==> config.mk <==
export PLATFORM = sky130hd
export DESIGN_NAME = tsfa_sequencer
export DESIGN_NICKNAME = d
export VERILOG_FILES = /design/src/tsfa_pkg.sv /design/src/tsfa_buffer.sv /design/src/tsfa_sequencer.sv
export SDC_FILE = /design/constraint.sdc
export NUM_CORES = 1
export LEC_CHECK = 0
export ABC_AREA = 1
export BUFFER_PORTS_ARGS = -buffer_cell sky130_fd_sc_hd__buf_2
export CAP_MARGIN = 20
export CORE_MARGIN = 5
export CORE_UTILIZATION = 55
export CTS_CLUSTER_DIAMETER = 80
export DETAILED_ROUTE_END_ITERATION = 10
export GPL_TIMING_DRIVEN = 0
export HOLD_SLACK_MARGIN = 0.03
export PLACE_DENSITY_LB_ADDON = 0.08
export SLEW_MARGIN = 30
export SYNTH_ARGS = -nofsm -noshare
export SYNTH_HDL_FRONTEND = slang
export SYNTH_SLANG_ARGS = --single-unit
export TNS_END_PERCENT = 10
==> constraint.sdc <==
create_clock -name clock -period 2.4 [get_ports clock]
set_clock_uncertainty 0.1 [all_clocks]
set_input_delay 0.48 -clock clock [delete_from_list [all_inputs] [get_ports clock]]
set_output_delay 0.48 -clock clock [all_outputs]
set_load 0.02 [all_outputs]
==> src/tsfa_pkg.sv <==
/*
   shared constants, types and state encoding for the two-step flash
   converter sequencer.
   assumes a single 100 MHz clock domain.
*/
package tsfa_pkg;

   // ----------------------------------------
   // conversion timing
   // ----------------------------------------
   localparam int          CONV_PERIODS   = 3;
   localparam int          HOLD_PERIODS   = 1;
   localparam int          TRACK_PERIODS  = 2;
   localparam int          INIT_PERIODS   = 6;
   localparam int          FIRST_EXTRA    = 1;
   localparam int          CLK_PERIOD_NS  = 10;
   localparam int          WR_MAX_NS      = 200;
   localparam int          WR_MAX_CYC     = WR_MAX_NS / CLK_PERIOD_NS;

   // ----------------------------------------
   // result layout
   // ----------------------------------------
   localparam int          HALF_W         = 5;
   localparam int          DATA_W         = 10;
   localparam int          SIGN_POS       = 9;
   localparam logic [9:0]  POS_FULL       = 10'h1ff;
   localparam logic [9:0]  NEG_FULL       = 10'h200;
   localparam logic [8:0]  MAG_ZERO       = 9'h000;
   localparam logic [4:0]  HALF_ZERO      = 5'h00;

   // ----------------------------------------
   // types
   // ----------------------------------------
   typedef enum logic [1:0]
   {
      TSFA_IDLE  = 2'b00,
      TSFA_HOLD  = 2'b01,
      TSFA_FINE  = 2'b11,
      TSFA_XFER  = 2'b10
   } tsfa_state_type;

   typedef struct packed
   {
      logic       outOfRange;
      logic [9:0] data;
   } tsfa_result_type;

   typedef struct packed
   {
      logic       overRange;
      logic       negative;
      logic [4:0] bits;
   } tsfa_flash_type;

endpackage

==> src/tsfa_buffer.sv <==
/*
   two-entry skid buffer for converter results.
   assumes source and sink share the sequencer clock.
*/
`timescale 1ns/10ps
module tsfa_buffer
   import tsfa_pkg::*;
(
   input  wire logic            clock,
   input  wire logic            rst,
   input  wire tsfa_result_type inData,
   input  wire logic            inValid,
   output logic                 inReady,
   output tsfa_result_type      outData,
   output logic                 outValid,
   input  wire logic            outReady
);

   tsfa_result_type             store [2];
   logic                        wrPtr;
   logic                        rdPtr;
   logic [1:0]                  count;

   // ----------------------------------------
   // pointers and occupancy
   // ----------------------------------------
   always_ff @(posedge clock or posedge rst)
   begin
      if (rst)
      begin
         wrPtr <= 1'b0;
         rdPtr <= 1'b0;
         count <= 2'h0;
      end
      else
      begin
         if (inValid && inReady)
            wrPtr <= ~wrPtr;
         if (outValid && outReady)
            rdPtr <= ~rdPtr;
         count <= count + 2'((inValid && inReady) ? 1 : 0)
                        - 2'((outValid && outReady) ? 1 : 0);
      end
   end

   always_ff @(posedge clock)
   begin
      if (inValid && inReady)
         store[wrPtr] <= inData;
   end

   assign inReady  = (count != 2'h2);
   assign outValid = (count != 2'h0);
   assign outData  = store[rdPtr];

endmodule

==> src/tsfa_sequencer.sv <==
/*
   sequencer and result formatting for a two-step flash 10-bit converter.
   assumes the analog flash comparator results arrive as sampled levels
   on the same clock; the start strobe is an asynchronous pin.
*/
// Function
// each conversion takes three input clock periods; the code takes four for a conversion started from idle, in either mode
// track/hold is in hold for exactly one period at conversion start
// track/hold then tracks for the remaining two periods
// comparators zero, compare; coarse result valid at third half period
// coarse result goes to upper five bits of first-level latch
// fine compare in sixth half period, result on next edge
// fine result goes to lower five bits of first-level latch
// ten data bits and out-of-range bit move together to output latch
// result is two's complement, bit 9 the sign
// positive full scale 1ff, zero 000, negative full scale 200
// overrange sets flag, clears magnitude, sign gives direction
// hold timing drives the active-low hold pin
// continuous modes: first conversion longer, then back to back
// host keeps start strobe low no longer than its maximum width
// continuous modes: six periods of initialisation before converting
// fast memory: first hold follows falling edge of start strobe
// three-state cycle counter, restarted by each start event; the code ignores a start that falls during hold or while stalled
`timescale 1ns/10ps
module tsfa_sequencer
   import tsfa_pkg::*;
(
   input  wire logic            clock,
   input  wire logic            rst,
   input  wire logic            startStrobe_n,
   input  wire logic            interfaceModeSelect,
   input  wire tsfa_flash_type  flashResult,
   output logic                 hold_n,
   output logic                 coarseStrobe,
   output logic                 fineStrobe,
   output logic                 outOfRangeFlag,
   output logic [9:0]           resultData,
   output logic                 resultValid,
   input  wire logic            resultReady,
   output logic                 busy_n
);

   // ----------------------------------------
   // start strobe synchroniser
   // ----------------------------------------
   logic [2:0]                  startSync;
   logic                        startLevel;
   logic                        startFall;
   logic                        continuous;

   always_ff @(posedge clock or posedge rst)
   begin
      if (rst)
      begin
         startSync  <= 3'h7;
         startLevel <= 1'b1;
      end
      else
      begin
         startSync <= {startSync[1:0], startStrobe_n};
         if (startSync[2] == startSync[1])
            startLevel <= startSync[2];
      end
   end

   // falling edge counts once both later stages agree
   assign startFall  = startLevel && (startSync[2] == startSync[1]) && !startSync[2];
   // low mode select means free-running conversions
   assign continuous = !interfaceModeSelect;

   // ----------------------------------------
   // initialisation count for continuous modes
   // ----------------------------------------
   logic [2:0]                  initCount;
   logic                        initDone;

   always_ff @(posedge clock or posedge rst)
   begin
      if (rst)
         initCount <= 3'h0;
      else if (continuous && !initDone)
         initCount <= initCount + 3'h1;
      else if (!continuous)
         initCount <= 3'h0;
   end

   assign initDone = (initCount == 3'(INIT_PERIODS));

   // ----------------------------------------
   // cycle counter
   // ----------------------------------------
   tsfa_state_type              state;
   tsfa_state_type              next_state;
   logic                        firstConv;
   logic                        extraDone;
   logic                        startEvent;
   logic                        stall;
   logic                        bufInReady;

   // a stalled receiver freezes the sequence rather than dropping a word
   assign stall      = (state == TSFA_XFER) && !bufInReady;
   assign startEvent = continuous ? initDone : startFall;

   always_comb
   begin
      next_state = state;
      case (state)
         TSFA_IDLE:
            if (startEvent)
               next_state = TSFA_HOLD;
         TSFA_HOLD:
            next_state = TSFA_FINE;
         TSFA_FINE:
            if (!firstConv || extraDone)
               next_state = TSFA_XFER;
         TSFA_XFER:
            if (stall)
               next_state = TSFA_XFER;
            else if (continuous || startFall)
               next_state = TSFA_HOLD;
            else
               next_state = TSFA_IDLE;
         default:
            next_state = TSFA_IDLE;
      endcase
      // restart decided here so hold pin and strobes follow it; on a restart from fine the old sample is dropped
      if (!continuous && state != TSFA_IDLE && state != TSFA_HOLD && startFall && !stall)
         next_state = TSFA_HOLD;
   end

   always_ff @(posedge clock or posedge rst)
   begin
      if (rst)
         state <= TSFA_IDLE;
      else
         state <= next_state;
   end

   // first conversion after leaving idle is one period longer
   always_ff @(posedge clock or posedge rst)
   begin
      if (rst)
      begin
         firstConv <= 1'b1;
         extraDone <= 1'b0;
      end
      else
      begin
         if (state == TSFA_IDLE)
            firstConv <= 1'b1;
         else if (state == TSFA_XFER && !stall)
            firstConv <= 1'b0;
         if (state == TSFA_FINE && firstConv)
            extraDone <= 1'b1;
         else
            extraDone <= 1'b0;
      end
   end

   // ----------------------------------------
   // hold pin and phase strobes
   // ----------------------------------------
   always_ff @(posedge clock or posedge rst)
   begin
      if (rst)
      begin
         hold_n       <= 1'b1;
         coarseStrobe <= 1'b0;
         fineStrobe   <= 1'b0;
         busy_n       <= 1'b1;
      end
      else
      begin
         hold_n       <= !(next_state == TSFA_HOLD && state != TSFA_HOLD);
         coarseStrobe <= (next_state == TSFA_HOLD);
         fineStrobe   <= (state == TSFA_FINE) && (next_state == TSFA_XFER);
         busy_n       <= (next_state == TSFA_IDLE);
      end
   end
   // hold_n high for the two tracking periods follows from the above, see

   // ----------------------------------------
   // first-level latch
   // ----------------------------------------
   logic [4:0]                  coarseBits;
   logic [4:0]                  fineBits;
   logic                        overRange;
   logic                        overNeg;

   always_ff @(posedge clock or posedge rst)
   begin
      if (rst)
      begin
         coarseBits <= HALF_ZERO;
         fineBits   <= HALF_ZERO;
         overRange  <= 1'b0;
         overNeg    <= 1'b0;
      end
      else
      begin
         if (state == TSFA_HOLD)
         begin
            coarseBits <= flashResult.bits;
            overRange  <= flashResult.overRange;
            overNeg    <= flashResult.negative;
         end
         if (state == TSFA_FINE && next_state == TSFA_XFER)
            fineBits <= flashResult.bits;
      end
   end

   // ----------------------------------------
   // formatting and output latch
   // ----------------------------------------
   function automatic tsfa_result_type formatResult(
      input logic       out_of_range_flag,
      input logic       neg,
      input logic [9:0] raw
   );
      tsfa_result_type r;
      r.outOfRange = out_of_range_flag;
      if (out_of_range_flag)
         r.data = {neg, MAG_ZERO};
      else
         r.data = raw;
      return r;
   endfunction

   tsfa_result_type             bufIn;
   tsfa_result_type             bufOut;
   logic                        bufOutValid;

   assign bufIn = formatResult(overRange, overNeg, {coarseBits, fineBits});

   tsfa_buffer u_buffer
   (
      .clock    (clock),
      .rst      (rst),
      .inData   (bufIn),
      .inValid  (state == TSFA_XFER),
      .inReady  (bufInReady),
      .outData  (bufOut),
      .outValid (bufOutValid),
      .outReady (!resultValid || resultReady)
   );

   always_ff @(posedge clock or posedge rst)
   begin
      if (rst)
      begin
         resultData     <= 10'h000;
         outOfRangeFlag <= 1'b0;
         resultValid    <= 1'b0;
      end
      else if (!resultValid || resultReady)
      begin
         resultValid <= bufOutValid;
         if (bufOutValid)
         begin
            resultData     <= bufOut.data;
            outOfRangeFlag <= bufOut.outOfRange;
         end
      end
   end

endmodule

==> results of run 1 <==
==> power groups by stage <==
stage | combinational, mW | clock, mW | sequential (mW)
after floorplan | 0.985 | 0 | 2.01
after global placement | 1.47 | 0 | 1.87
after detailed placement | 1.50 | 0 | 1.88
after CTS | 1.52 | 0.912 | 1.87
after global routing | 1.72 | 0.978 | 1.92
final | 1.49 | 0.896 | 1.86
==> placed cells by master (no fill, tap or decap), drive strengths merged <==
master       instances
a21oi                7
a31oi               11
buf                 32
bufinv               1
clkbuf              14
clkinv               3
dfrtp               36
dfstp                7
dlygate4sd3          1
edfxtp              22
ha                   4
inv                 32
maj3                 1
mux2                 2
nand2               48
nand3                7
nand3b               1
nand4                1
nor2                39
o21ai                5
o21bai               1
o22ai                1
xnor2                2
xor2                 2
==> cells by family (layout without fill, tap and decap cells) <==
group | after synthesis | in the layout
DFF | 65 | 65
AOI/OAI and AO/OA | 25 | 25
buffers and inverters | 38 | 83
muxes | 2 | 2
xor gates and xnor gates | 4 | 4
adders and majority gates | 5 | 5
and+or+nand+nor | 96 | 96
==> cell type report <==
| class | count | area [um2] | share of cell area [%] |
|---|---|---|---|
| multi-input combinational | 132 | 688 | 22.9 |
| inverter | 32 | 120 | 4.00 |
| clock buffer | 12 | 145 | 4.83 |
| clock inverter | 4 | 43.8 | 1.46 |
| sequential | 65 | 1750 | 58.1 |
| timing repair buffer | 29 | 165 | 5.50 |
| buffer | 6 | 27.5 | 0.917 |
| tap | 54 | 67.6 | 2.25 |
==> worst paths after layout <==
kind / from / cells after the start / endpoint / slack (ns)
setup / recovery: state[0]$_DFF_PP0_ / 5 / u_buffer.store[0][10]$_DFFE_PP_ / 0.38
hold / removal: startStrobe_n / 1 / startSync[0]$_DFF_PP1_ / 0.15
setup reg to reg: state[0]$_DFF_PP0_ / 5 / u_buffer.store[0][10]$_DFFE_PP_ / 0.38
hold reg to reg: startSync[0]$_DFF_PP1_ / 0 / startSync[1]$_DFF_PP1_ / 0.26
max in group asynchronous: rst / 4 / startLevel$_DFFE_PP1N_ / 1.14
min in group asynchronous: rst / 3 / resultData[9]$_DFFE_PP0P_ / 0.53
==> stage by stage <==
step	cell area, um2	util (%)	hold slack (ns)	total power [mW]
global placement	2780	60.1	0.249	3.34
global route	3000	64.9	0.126	4.61
finish	3000	64.9	0.150	4.25
floorplan	2580	-	0.245	2.99
detailed placement	2800	60.5	0.249	3.39
CTS	3000	64.8	0.134	4.29
==> what timing repair did <==
item | in CTS | in global routing
endpoints found under the hold margin | 12 | 0
setup buffers | 0 | 0
hold buffers | 1 | 0
setup endpoints to repair | 0 | 0
==> metal layers <==
metal,part of all wire [%],routed length (um),global-route usage (%)
met5,0,0,0
met4,1.6,65,8.22
met3,4.3,178,6.31
met2,46,1910,25.3
met1,48,1960,18.9
==> state kept, by name, indices dropped and copies added, names as in the netlist, 2 cells and up <==
| register | cells |
|---|---|
| coarseBits | 5 |
| fineBits | 5 |
| initCount | 3 |
| resultData | 10 |
| startSync | 3 |
| state | 2 |
| u_buffer.count | 2 |
| u_buffer.store | 22 |
==> metrics, run 1 <==
Place WS 0.299 ns; mux contribution to synthesized area less than 1%; Post-Synth XOR/XNOR Area 1.36%; Arr. time, crit path 1.87 ns; Simple-Gate Fraction of Synth Area 16.2%; post-synthesis compound-gate area fraction under 10%; Residual DRC 0; pwr/cell area 1410 nW/um2; switching power total 1.56 mW; RePlAce Congestion 0.749; post-synth top area share between 30% and 40%; starting density of the core between 50% and 60%; fin nets 291; post-synthesis cell count 235; DR WL/cell 12.3 um; Final Hold Fails 0; most frequent cells after synthesis nand2_1 (41), nor2_1 (37), dfrtp_1 (36); final wirelength 4120 um; CP max stage cell nor2_1; status completed; Via density roughly 4.8; biggest cell delay along the critical path approximately 0.7 ns; final non-filler cell total 334; worst-path cell chain inv_2, nand2_2, nor2_4, inv_1, nor2_1; # IOs 28; worst path bufs/invs 2; sw frac between 30% and 40%; crit-path max FO 11; CP endpoint kind flop; max-slew violations 0; Hold Crit Class in -> reg; DIE AREA a little over 6000 um2; H-Tree Depth 3; register bit total from synthesis 65; RSZ-0062 raised after global routing false; number of global-route vias before repair 1657; Worst-Margin Slew 0.917 ns; area delta synth->final 16.4%; Root Buffer clkbuf_8; vias 1588; Initial DRT Pass Iterations 4; Sink Count 65; Max clock buf depth 2; Post-DP HPWL 2880 um; gr usage total 16.0%; top-count cell post-synth nand2_1; cell accounting for the most synthesized area dfrtp_1; Placed Cells 317; Avg Cell Area, Syn around 11 um2; top_reg_cell synth dfrtp_1; P_int about 2.7 mW; Max Cap Violations 0; Max Freq 496 MHz; Netlist cell types 28; clock power share 21.1%; pin count of the biggest net entering global routing 32; Seq/Total Area, Yosys approximately two thirds; Inserted Diodes 0; final period demand of the worst path 2.02 ns; CP startpoint kind flop; TNS Setup 0 ns; Die X about 80 um; first-pass GRT wire length 7380 um; total CTS buffers 9; number of routed nets with antenna violations 0; Final period util 84.1%; filler cell count around 380; Post-CTS Resized 0; DR iter-0 viols 116; final worst setup slack 0.383 ns; syn_nets 251; initial antenna violation count 0; Lkg Pwr 1.41 nW; die height ~78 um; CTS tree built; synth top area cells dfrtp_1 (35%), edfxtp_1 (26%), dfstp_2 (7.1%); delay-heaviest family, CP simple AND/OR/NAND/NOR gates; PortBufs 27; Adder-Cell Fraction of Synth Area 2.33%; synthesis warning total 0; IR drop worst, VDD 0.753 mV; slew margin rel. 38.7%; Reg power frac 43.8%; total core area 4630 um2; worst setup path class reg -> reg; # setup viols final 0; clk_lat worst skew between 0.3 and 0.4 ns; largest family of logic cells by synthesized area simple AND/OR/NAND/NOR gates; grt ovf 0; Synth Cell Area 2580 um2; num rows 25; Worst EP required 2.26 ns; proportion of layout cells with a drive suffix above 1 ~25%; combinational power share 35.1%; CTS clock-pin slew for the worst setup and hold paths 0.06 ns; Async S/R FF share, synth 66.2%; EDFF count, synth 22
No activity file was read; power rests on OpenSTA's default activity.
==> inputs of run 2 (changes only) <==
==> constraint.sdc (replaced) <==
create_clock -name clock -period 2 [get_ports clock]
set_clock_uncertainty 0.1 [all_clocks]
set_input_delay 0.4 -clock clock [delete_from_list [all_inputs] [get_ports clock]]
set_output_delay 0.4 -clock clock [all_outputs]
set_load 0.02 [all_outputs]
==> run 2 against run 1 <==
Effect of this change:
- non-clock buffer count unchanged
- critical path depth grew 3
- combinational power is 23% higher
- critical path type unchanged
- worst hold slack worse by 0.080 ns
- count of clock-buffer cells in the layout did not move
- first-iteration DRC count down 6.9%
- routed wire length up 0.70%
- final cell count unchanged
- maximum frequency is 5.9% higher
- power up 21%
- worst setup slack got worse by 0.29 ns
==> metrics, run 2 (synthesized netlist as in run 1, its figures left out) <==
status completed; flop2flop setup slack 0.09 ns (-0.29 ns); top flop regs u_buffer.store x22, resultData x10; Inserted Diodes 0 (unchanged); H-Tree Depth 3 (unchanged); proportion of layout cells with a drive suffix above 1 25.7% (+0.71 points); Via density 4.76 (about the same); first-pass GRT wire length 7380 um (unchanged); gr usage total 16.0% (unchanged); flip-flop count of the largest register, all copies and words added 22 (unchanged); DR WL/cell 12.4 um (+0.70%); DR iter-0 viols 108 (-6.9%); Arr. time, crit path 2.01 ns (+0.14 ns); TNS Setup 0 ns (unchanged); Hold Crit Class in -> reg; starting density of the core 55.7% (unchanged); Worst-Margin Slew 0.599 ns (-0.318 ns); clk_lat worst skew 0.34 ns (about the same); num rows 25 (unchanged); number of global-route vias before repair 1657 (unchanged); CTS tree built; crit-path max FO 10 (-1); total core area 4630 um2 (unchanged); postcts setup bufs 0 (unchanged); Initial DRT Pass Iterations 4 (unchanged); final worst setup slack 0.0949 ns (-0.288 ns); Final Hold Fails 0 (unchanged); Post-DP HPWL 2880 um (unchanged); total CTS buffers 9 (unchanged); Hold Crit Endpoint startSync[0]$_DFF_PP1_; die height 78.5 um (unchanged); min-delay src startStrobe_n; worst r2r path cells 8 (+3); Lkg Pwr 1.42 nW (+0.27%); Max Cap Violations 0 (unchanged); CP startpoint kind flop; filler cell count 379 (+0.80%); vias 1589 (+0.063%); IR drop worst, VDD 0.903 mV (+20%); DIE AREA 6160 um2 (unchanged); # setup viols final 0 (unchanged); Biggest register u_buffer.store; # IOs 28 (unchanged); total power 5.14 mW (+21%); Max Freq 525 MHz (+5.9%); max-slew violations 0 (unchanged); Worst EP required 2.11 ns (-0.15 ns); CTS clock-pin slew for the worst setup and hold paths 0.06 ns (about the same); area delta synth->final 16.9%; Hold Crit Depth 1 (unchanged); final period demand of the worst path 1.91 ns (-0.112 ns); slew margin rel. 60.0% (+21 points); pin count of the biggest net entering global routing 32 (unchanged); pwr/cell area 1700 nW/um2 (+20%); most common cell after layout, fill and taps aside nand2_1; fin nets 291 (unchanged); hold slack 0.0703 ns (-0.0798 ns); worst setup path class reg -> reg; PortBufs 27 (unchanged); initial antenna violation count 0 (unchanged); final wirelength 4150 um (+0.70%); grt ovf 0 (unchanged); RePlAce Congestion 0.749 (unchanged); RR Startpoint u_buffer.count[0]$_DFF_PP0_; Root Buffer clkbuf_8; Reg-to-Reg End u_buffer.count[1]$_DFF_PP0_; Place WS -0.0652 ns (-0.364 ns); CP endpoint kind flop; Final period util 95.3% (+11 points); Max clock buf depth 2 (unchanged); Residual DRC 0 (unchanged); most frequent cells in the layout nand2_1 (41), dfrtp_1 (36), nor2_1 (35), buf_2 (30), inv_1 (28); Sink Count 65 (unchanged); number of routed nets with antenna violations 0 (unchanged); Die X 78.5 um (unchanged)
-- run 2: power by group --
group | internal (mW) | switching [mW]
combinational | 0.634 | 1.19
sequential | 2.01 | 0.227
clock | 0.603 | 0.471
total | 3.24 | 1.89
-- run 2: worst max-delay path: stages (launching register included) --
cell and delay, ns:
dfrtp_1 0.41, o21ai_2 0.21, inv_2 0.09, buf_4 0.18, ha_1 0.27, inv_1 0.04, ha_1 0.20, xnor2_2 0.15
xor2_1 0.14
-- run 2: repair_timing --
action	CTS	global route
endpoints found under the setup margin	22	12
gates cloned	0	0
gates resized for setup	0	4
pin swaps	0	1
endpoints found under the hold margin	12	0
hold buffers	1	0
-- run 2: metal layers --
metal	up-vias	part of all wire [%]	track usage (%)
li1	835	-	-
met1	726	47	18.9
met2	23	47	25.3
met3	5	4.2	6.31
met4	0	1.5	8.22
met5	-	0	0
-- run 2: worst max path at each step --
stage / from / to
final: u_buffer.count[0]$_DFF_PP0_ / u_buffer.count[1]$_DFF_PP0_
after global placement: state[0]$_DFF_PP0_ / u_buffer.store[1][6]$_DFFE_PP_
after floorplan: resultValid$_DFFE_PP0N_ / u_buffer.count[1]$_DFF_PP0_
after detailed placement: state[0]$_DFF_PP0_ / u_buffer.store[1][6]$_DFFE_PP_
after global routing: resultValid$_DFFE_PP0N_ / u_buffer.count[1]$_DFF_PP0_
after CTS: state[0]$_DFF_PP0_ / u_buffer.store[1][10]$_DFFE_PP_
-- run 2: final cells by class --
type / count / area (um2) / area share [%]
Sequential cell: 65 / 1750 / 57.9
Multi-Input combinational cell: 132 / 698 / 23.2
Timing Repair Buffer: 29 / 165 / 5.48
Clock buffer: 12 / 145 / 4.81
Inverter: 32 / 120 / 3.98
Tap cell: 54 / 67.6 / 2.24
Clock inverter: 4 / 43.8 / 1.45
Buffer: 6 / 30.0 / 0.996
-- run 2: metrics by stage --
step / std cells / utilization [%] / area [um2]
floorplan: 235 / - / 2580
global placement: 316 / 60.1 / 2780
detailed placement: 317 / 60.5 / 2800
CTS: 334 / 64.8 / 3000
global route: 334 / 65.1 / 3020
finish: 334 / 65.1 / 3020
==> inputs of run 3 (changes only) <==
--- a/config.mk
+++ b/config.mk
@@ -6,12 +6,12 @@
 export NUM_CORES = 1
 export LEC_CHECK = 0
 export ABC_AREA = 1
-export BUFFER_PORTS_ARGS = -buffer_cell sky130_fd_sc_hd__buf_2
 export CAP_MARGIN = 20
 export CORE_MARGIN = 5
 export CORE_UTILIZATION = 55
 export CTS_CLUSTER_DIAMETER = 80
 export DETAILED_ROUTE_END_ITERATION = 10
+export DONT_BUFFER_PORTS = 1
 export GPL_TIMING_DRIVEN = 0
 export HOLD_SLACK_MARGIN = 0.03
 export PLACE_DENSITY_LB_ADDON = 0.08
==> constraint.sdc (replaced) <==
create_clock -name clock -period 1.7 [get_ports clock]
set_clock_uncertainty 0.1 [all_clocks]
set_input_delay 0.34 -clock clock [delete_from_list [all_inputs] [get_ports clock]]
set_output_delay 0.34 -clock clock [all_outputs]
set_load 0.02 [all_outputs]
==> run 3 against run 2 <==
Effect of this change:
- non-clock buffer count decreased by 22
- worst hold slack got worse by 0.010 ns
- count of clock-buffer cells in the layout is the same
- critical endpoint unchanged
- register-to-register slack got worse by 0.08 ns
- power increased by 16%
- core utilization shrank 1.2 points
==> metrics, run 3 (synthesized netlist as in run 1, its figures left out) <==
status completed; hold slack 0.0599 ns (-0.0104 ns); Final period util 99.3% (+4.1 points); DR iter-0 viols 46 (-57%); WL met3 231 um (+34%); die height 78.5 um (unchanged); Residual DRC 0 (unchanged); Initial DRT Pass Iterations 3 (-1); CP endpoint kind flop; Core Util, Final 63.9% (-1.2 points); Arr. time, crit path 1.80 ns (-0.21 ns); most frequent cells in the layout nand2_1 (41), nor2_1 (34), dfrtp_1 (34), inv_1 (25), edfxtp_1 (22); area delta synth->final 14.8%; initial antenna violation count 0 (unchanged); Post-DP HPWL 2940 um (+2.1%); num rows 25 (unchanged); Max Freq 592 MHz (+13%); uppermost layer routed met4; slew margin rel. 72.7% (+13 points); flip-flop count of the largest register, all copies and words added 22 (unchanged); pin count of the biggest net entering global routing 31 (-3.1%); TNS Setup 0 ns (unchanged); Place WS -0.368 ns (-0.302 ns); max-slew violations 0 (unchanged); vias 1548 (-2.6%); Max clock buf depth 2 (unchanged); proportion of layout cells with a drive suffix above 1 22.1% (-3.6 points); DIE AREA 6160 um2 (unchanged); CP startpoint kind flop; metal2 WL 1980 um (+1.0%); Max Cap Violations 0 (unchanged); RSZ-0062 raised after global routing true; Sink Count 65 (unchanged); final wirelength 3970 um (-4.1%); Root Buffer clkbuf_8; most common cell after layout, fill and taps aside nand2_1; gr usage total 15.3% (-0.65 points); fin nets 269 (-7.6%); final non-filler cell total 312 (-6.6%); RePlAce Congestion 0.742 (-0.91%); Biggest register u_buffer.store; sw frac 37.5% (+0.60 points); Lkg Pwr 1.33 nW (-6.3%); IR drop worst, VDD 1.02 mV (+13%); total CTS buffers 9 (unchanged); number of global-route vias before repair 1612 (-2.7%); filler cell count 380 (+0.26%); Reg power frac 48.7% (+5.2 points); Via density 4.96 (+4.3%); total power 5.95 mW (+16%); PortBufs 0 (-100%); Finished Cell Area 2960 um2 (-1.9%); Hold Crit Class in -> reg; H-Tree Depth 3 (unchanged); combinational power share 32.4% (-3.2 points); P_int 3.72 mW (+15%); switching power total 2.23 mW (+18%); first-pass GRT wire length 7230 um (-2.0%); final worst setup slack 0.0114 ns (-0.0836 ns); CTS clock-pin slew for the worst setup and hold paths 0.07 ns (about the same); clock power share 18.8% (-2.1 points); starting density of the core 55.7% (unchanged); final period demand of the worst path 1.69 ns (-0.216 ns); Die X 78.5 um (unchanged); DR WL/cell 12.7 um (+2.6%); # IOs 28 (unchanged); pwr/cell area 2010 nW/um2 (+18%); CTS tree built; clk_lat worst skew 0.32 ns (-0.02 ns); Final Hold Fails 0 (unchanged); DP Area 2710 um2 (-3.3%); Inserted Diodes 0 (unchanged); sum of routed wire segments on met1 1690 um (-13%); Placed Cells 290 (-8.5%); Worst-Margin Slew 0.409 ns (-0.190 ns); # setup viols final 0 (unchanged); worst setup path class reg -> reg; total core area 4630 um2 (unchanged); grt ovf 0 (unchanged); top flop regs u_buffer.store x22, resultData x10; number of routed nets with antenna violations 0 (unchanged); Worst EP required 1.81 ns (-0.30 ns); crit-path max FO 3 (-7)
==> run 3: critical path, stage by stage (launching register included) <==
cell and delay (ns):
dfrtp_2 0.43, inv_2 0.05, nor2_2 0.06, inv_1 0.05
o21ai_2 0.09, inv_4 0.07, ha_4 0.26, inv_2 0.03
ha_4 0.15, xnor2_2 0.13, xor2_1 0.16
==> run 3: timing repair <==
item,4_1_cts,5_1_grt
endpoints found under the hold margin,14,0
endpoints found under the setup margin,23,23
hold buffers,2,0
pin swaps,1,2
buffers inserted,2,3
gates resized for setup,4,4
==> run 3: routing by layer <==
layer | global-route usage, % | vias to the layer above
li1 | - | 788
met1 | 17.1 | 724
met2 | 25.5 | 29
met3 | 5.85 | 7
met4 | 7.87 | 0
met5 | 0 | -
==> run 3: worst paths after layout <==
| path | start | end | slack (ns) | depth (start not counted) |
|---|---|---|---|---|
| setup / recovery | resultValid$_DFFE_PP0N_ | u_buffer.count[1]$_DFF_PP0_ | 0.01 | 10 |
| hold / removal | flashResult[3] | fineBits[3]$_DFFE_PP0P_ | 0.06 | 2 |
| setup reg to reg | resultValid$_DFFE_PP0N_ | u_buffer.count[1]$_DFF_PP0_ | 0.01 | 10 |
| hold reg to reg | startSync[0]$_DFF_PP1_ | startSync[1]$_DFF_PP1_ | 0.26 | 0 |
| max in group asynchronous | rst | busy_n$_DFF_PP1_ | 0.66 | 3 |
| min in group asynchronous | rst | u_buffer.rdPtr$_DFFE_PP0P_ | 0.31 | 2 |
==> run 3: power groups by stage <==
stage	clock [mW]	combinational, mW	sequential (mW)
2_1_floorplan	0	1.51	2.84
6_report	1.12	1.93	2.90
5_1_grt	1.23	2.25	2.98
3_5_place_dp	0	1.84	2.93
4_1_cts	1.15	1.91	2.91
3_3_place_gp	0	1.78	2.91
==> run 3: final cells by class <==
class	count	area [um2]	share of cell area [%]
flip-flops and latches	65	1750	59.1
multi-input cells	132	736	24.9
clock buffers	12	155	5.24
inverters	32	123	4.14
repair buffers	8	90.1	3.04
well taps	54	67.6	2.28
plain buffers	5	22.5	0.761
clock inverters	4	17.5	0.592
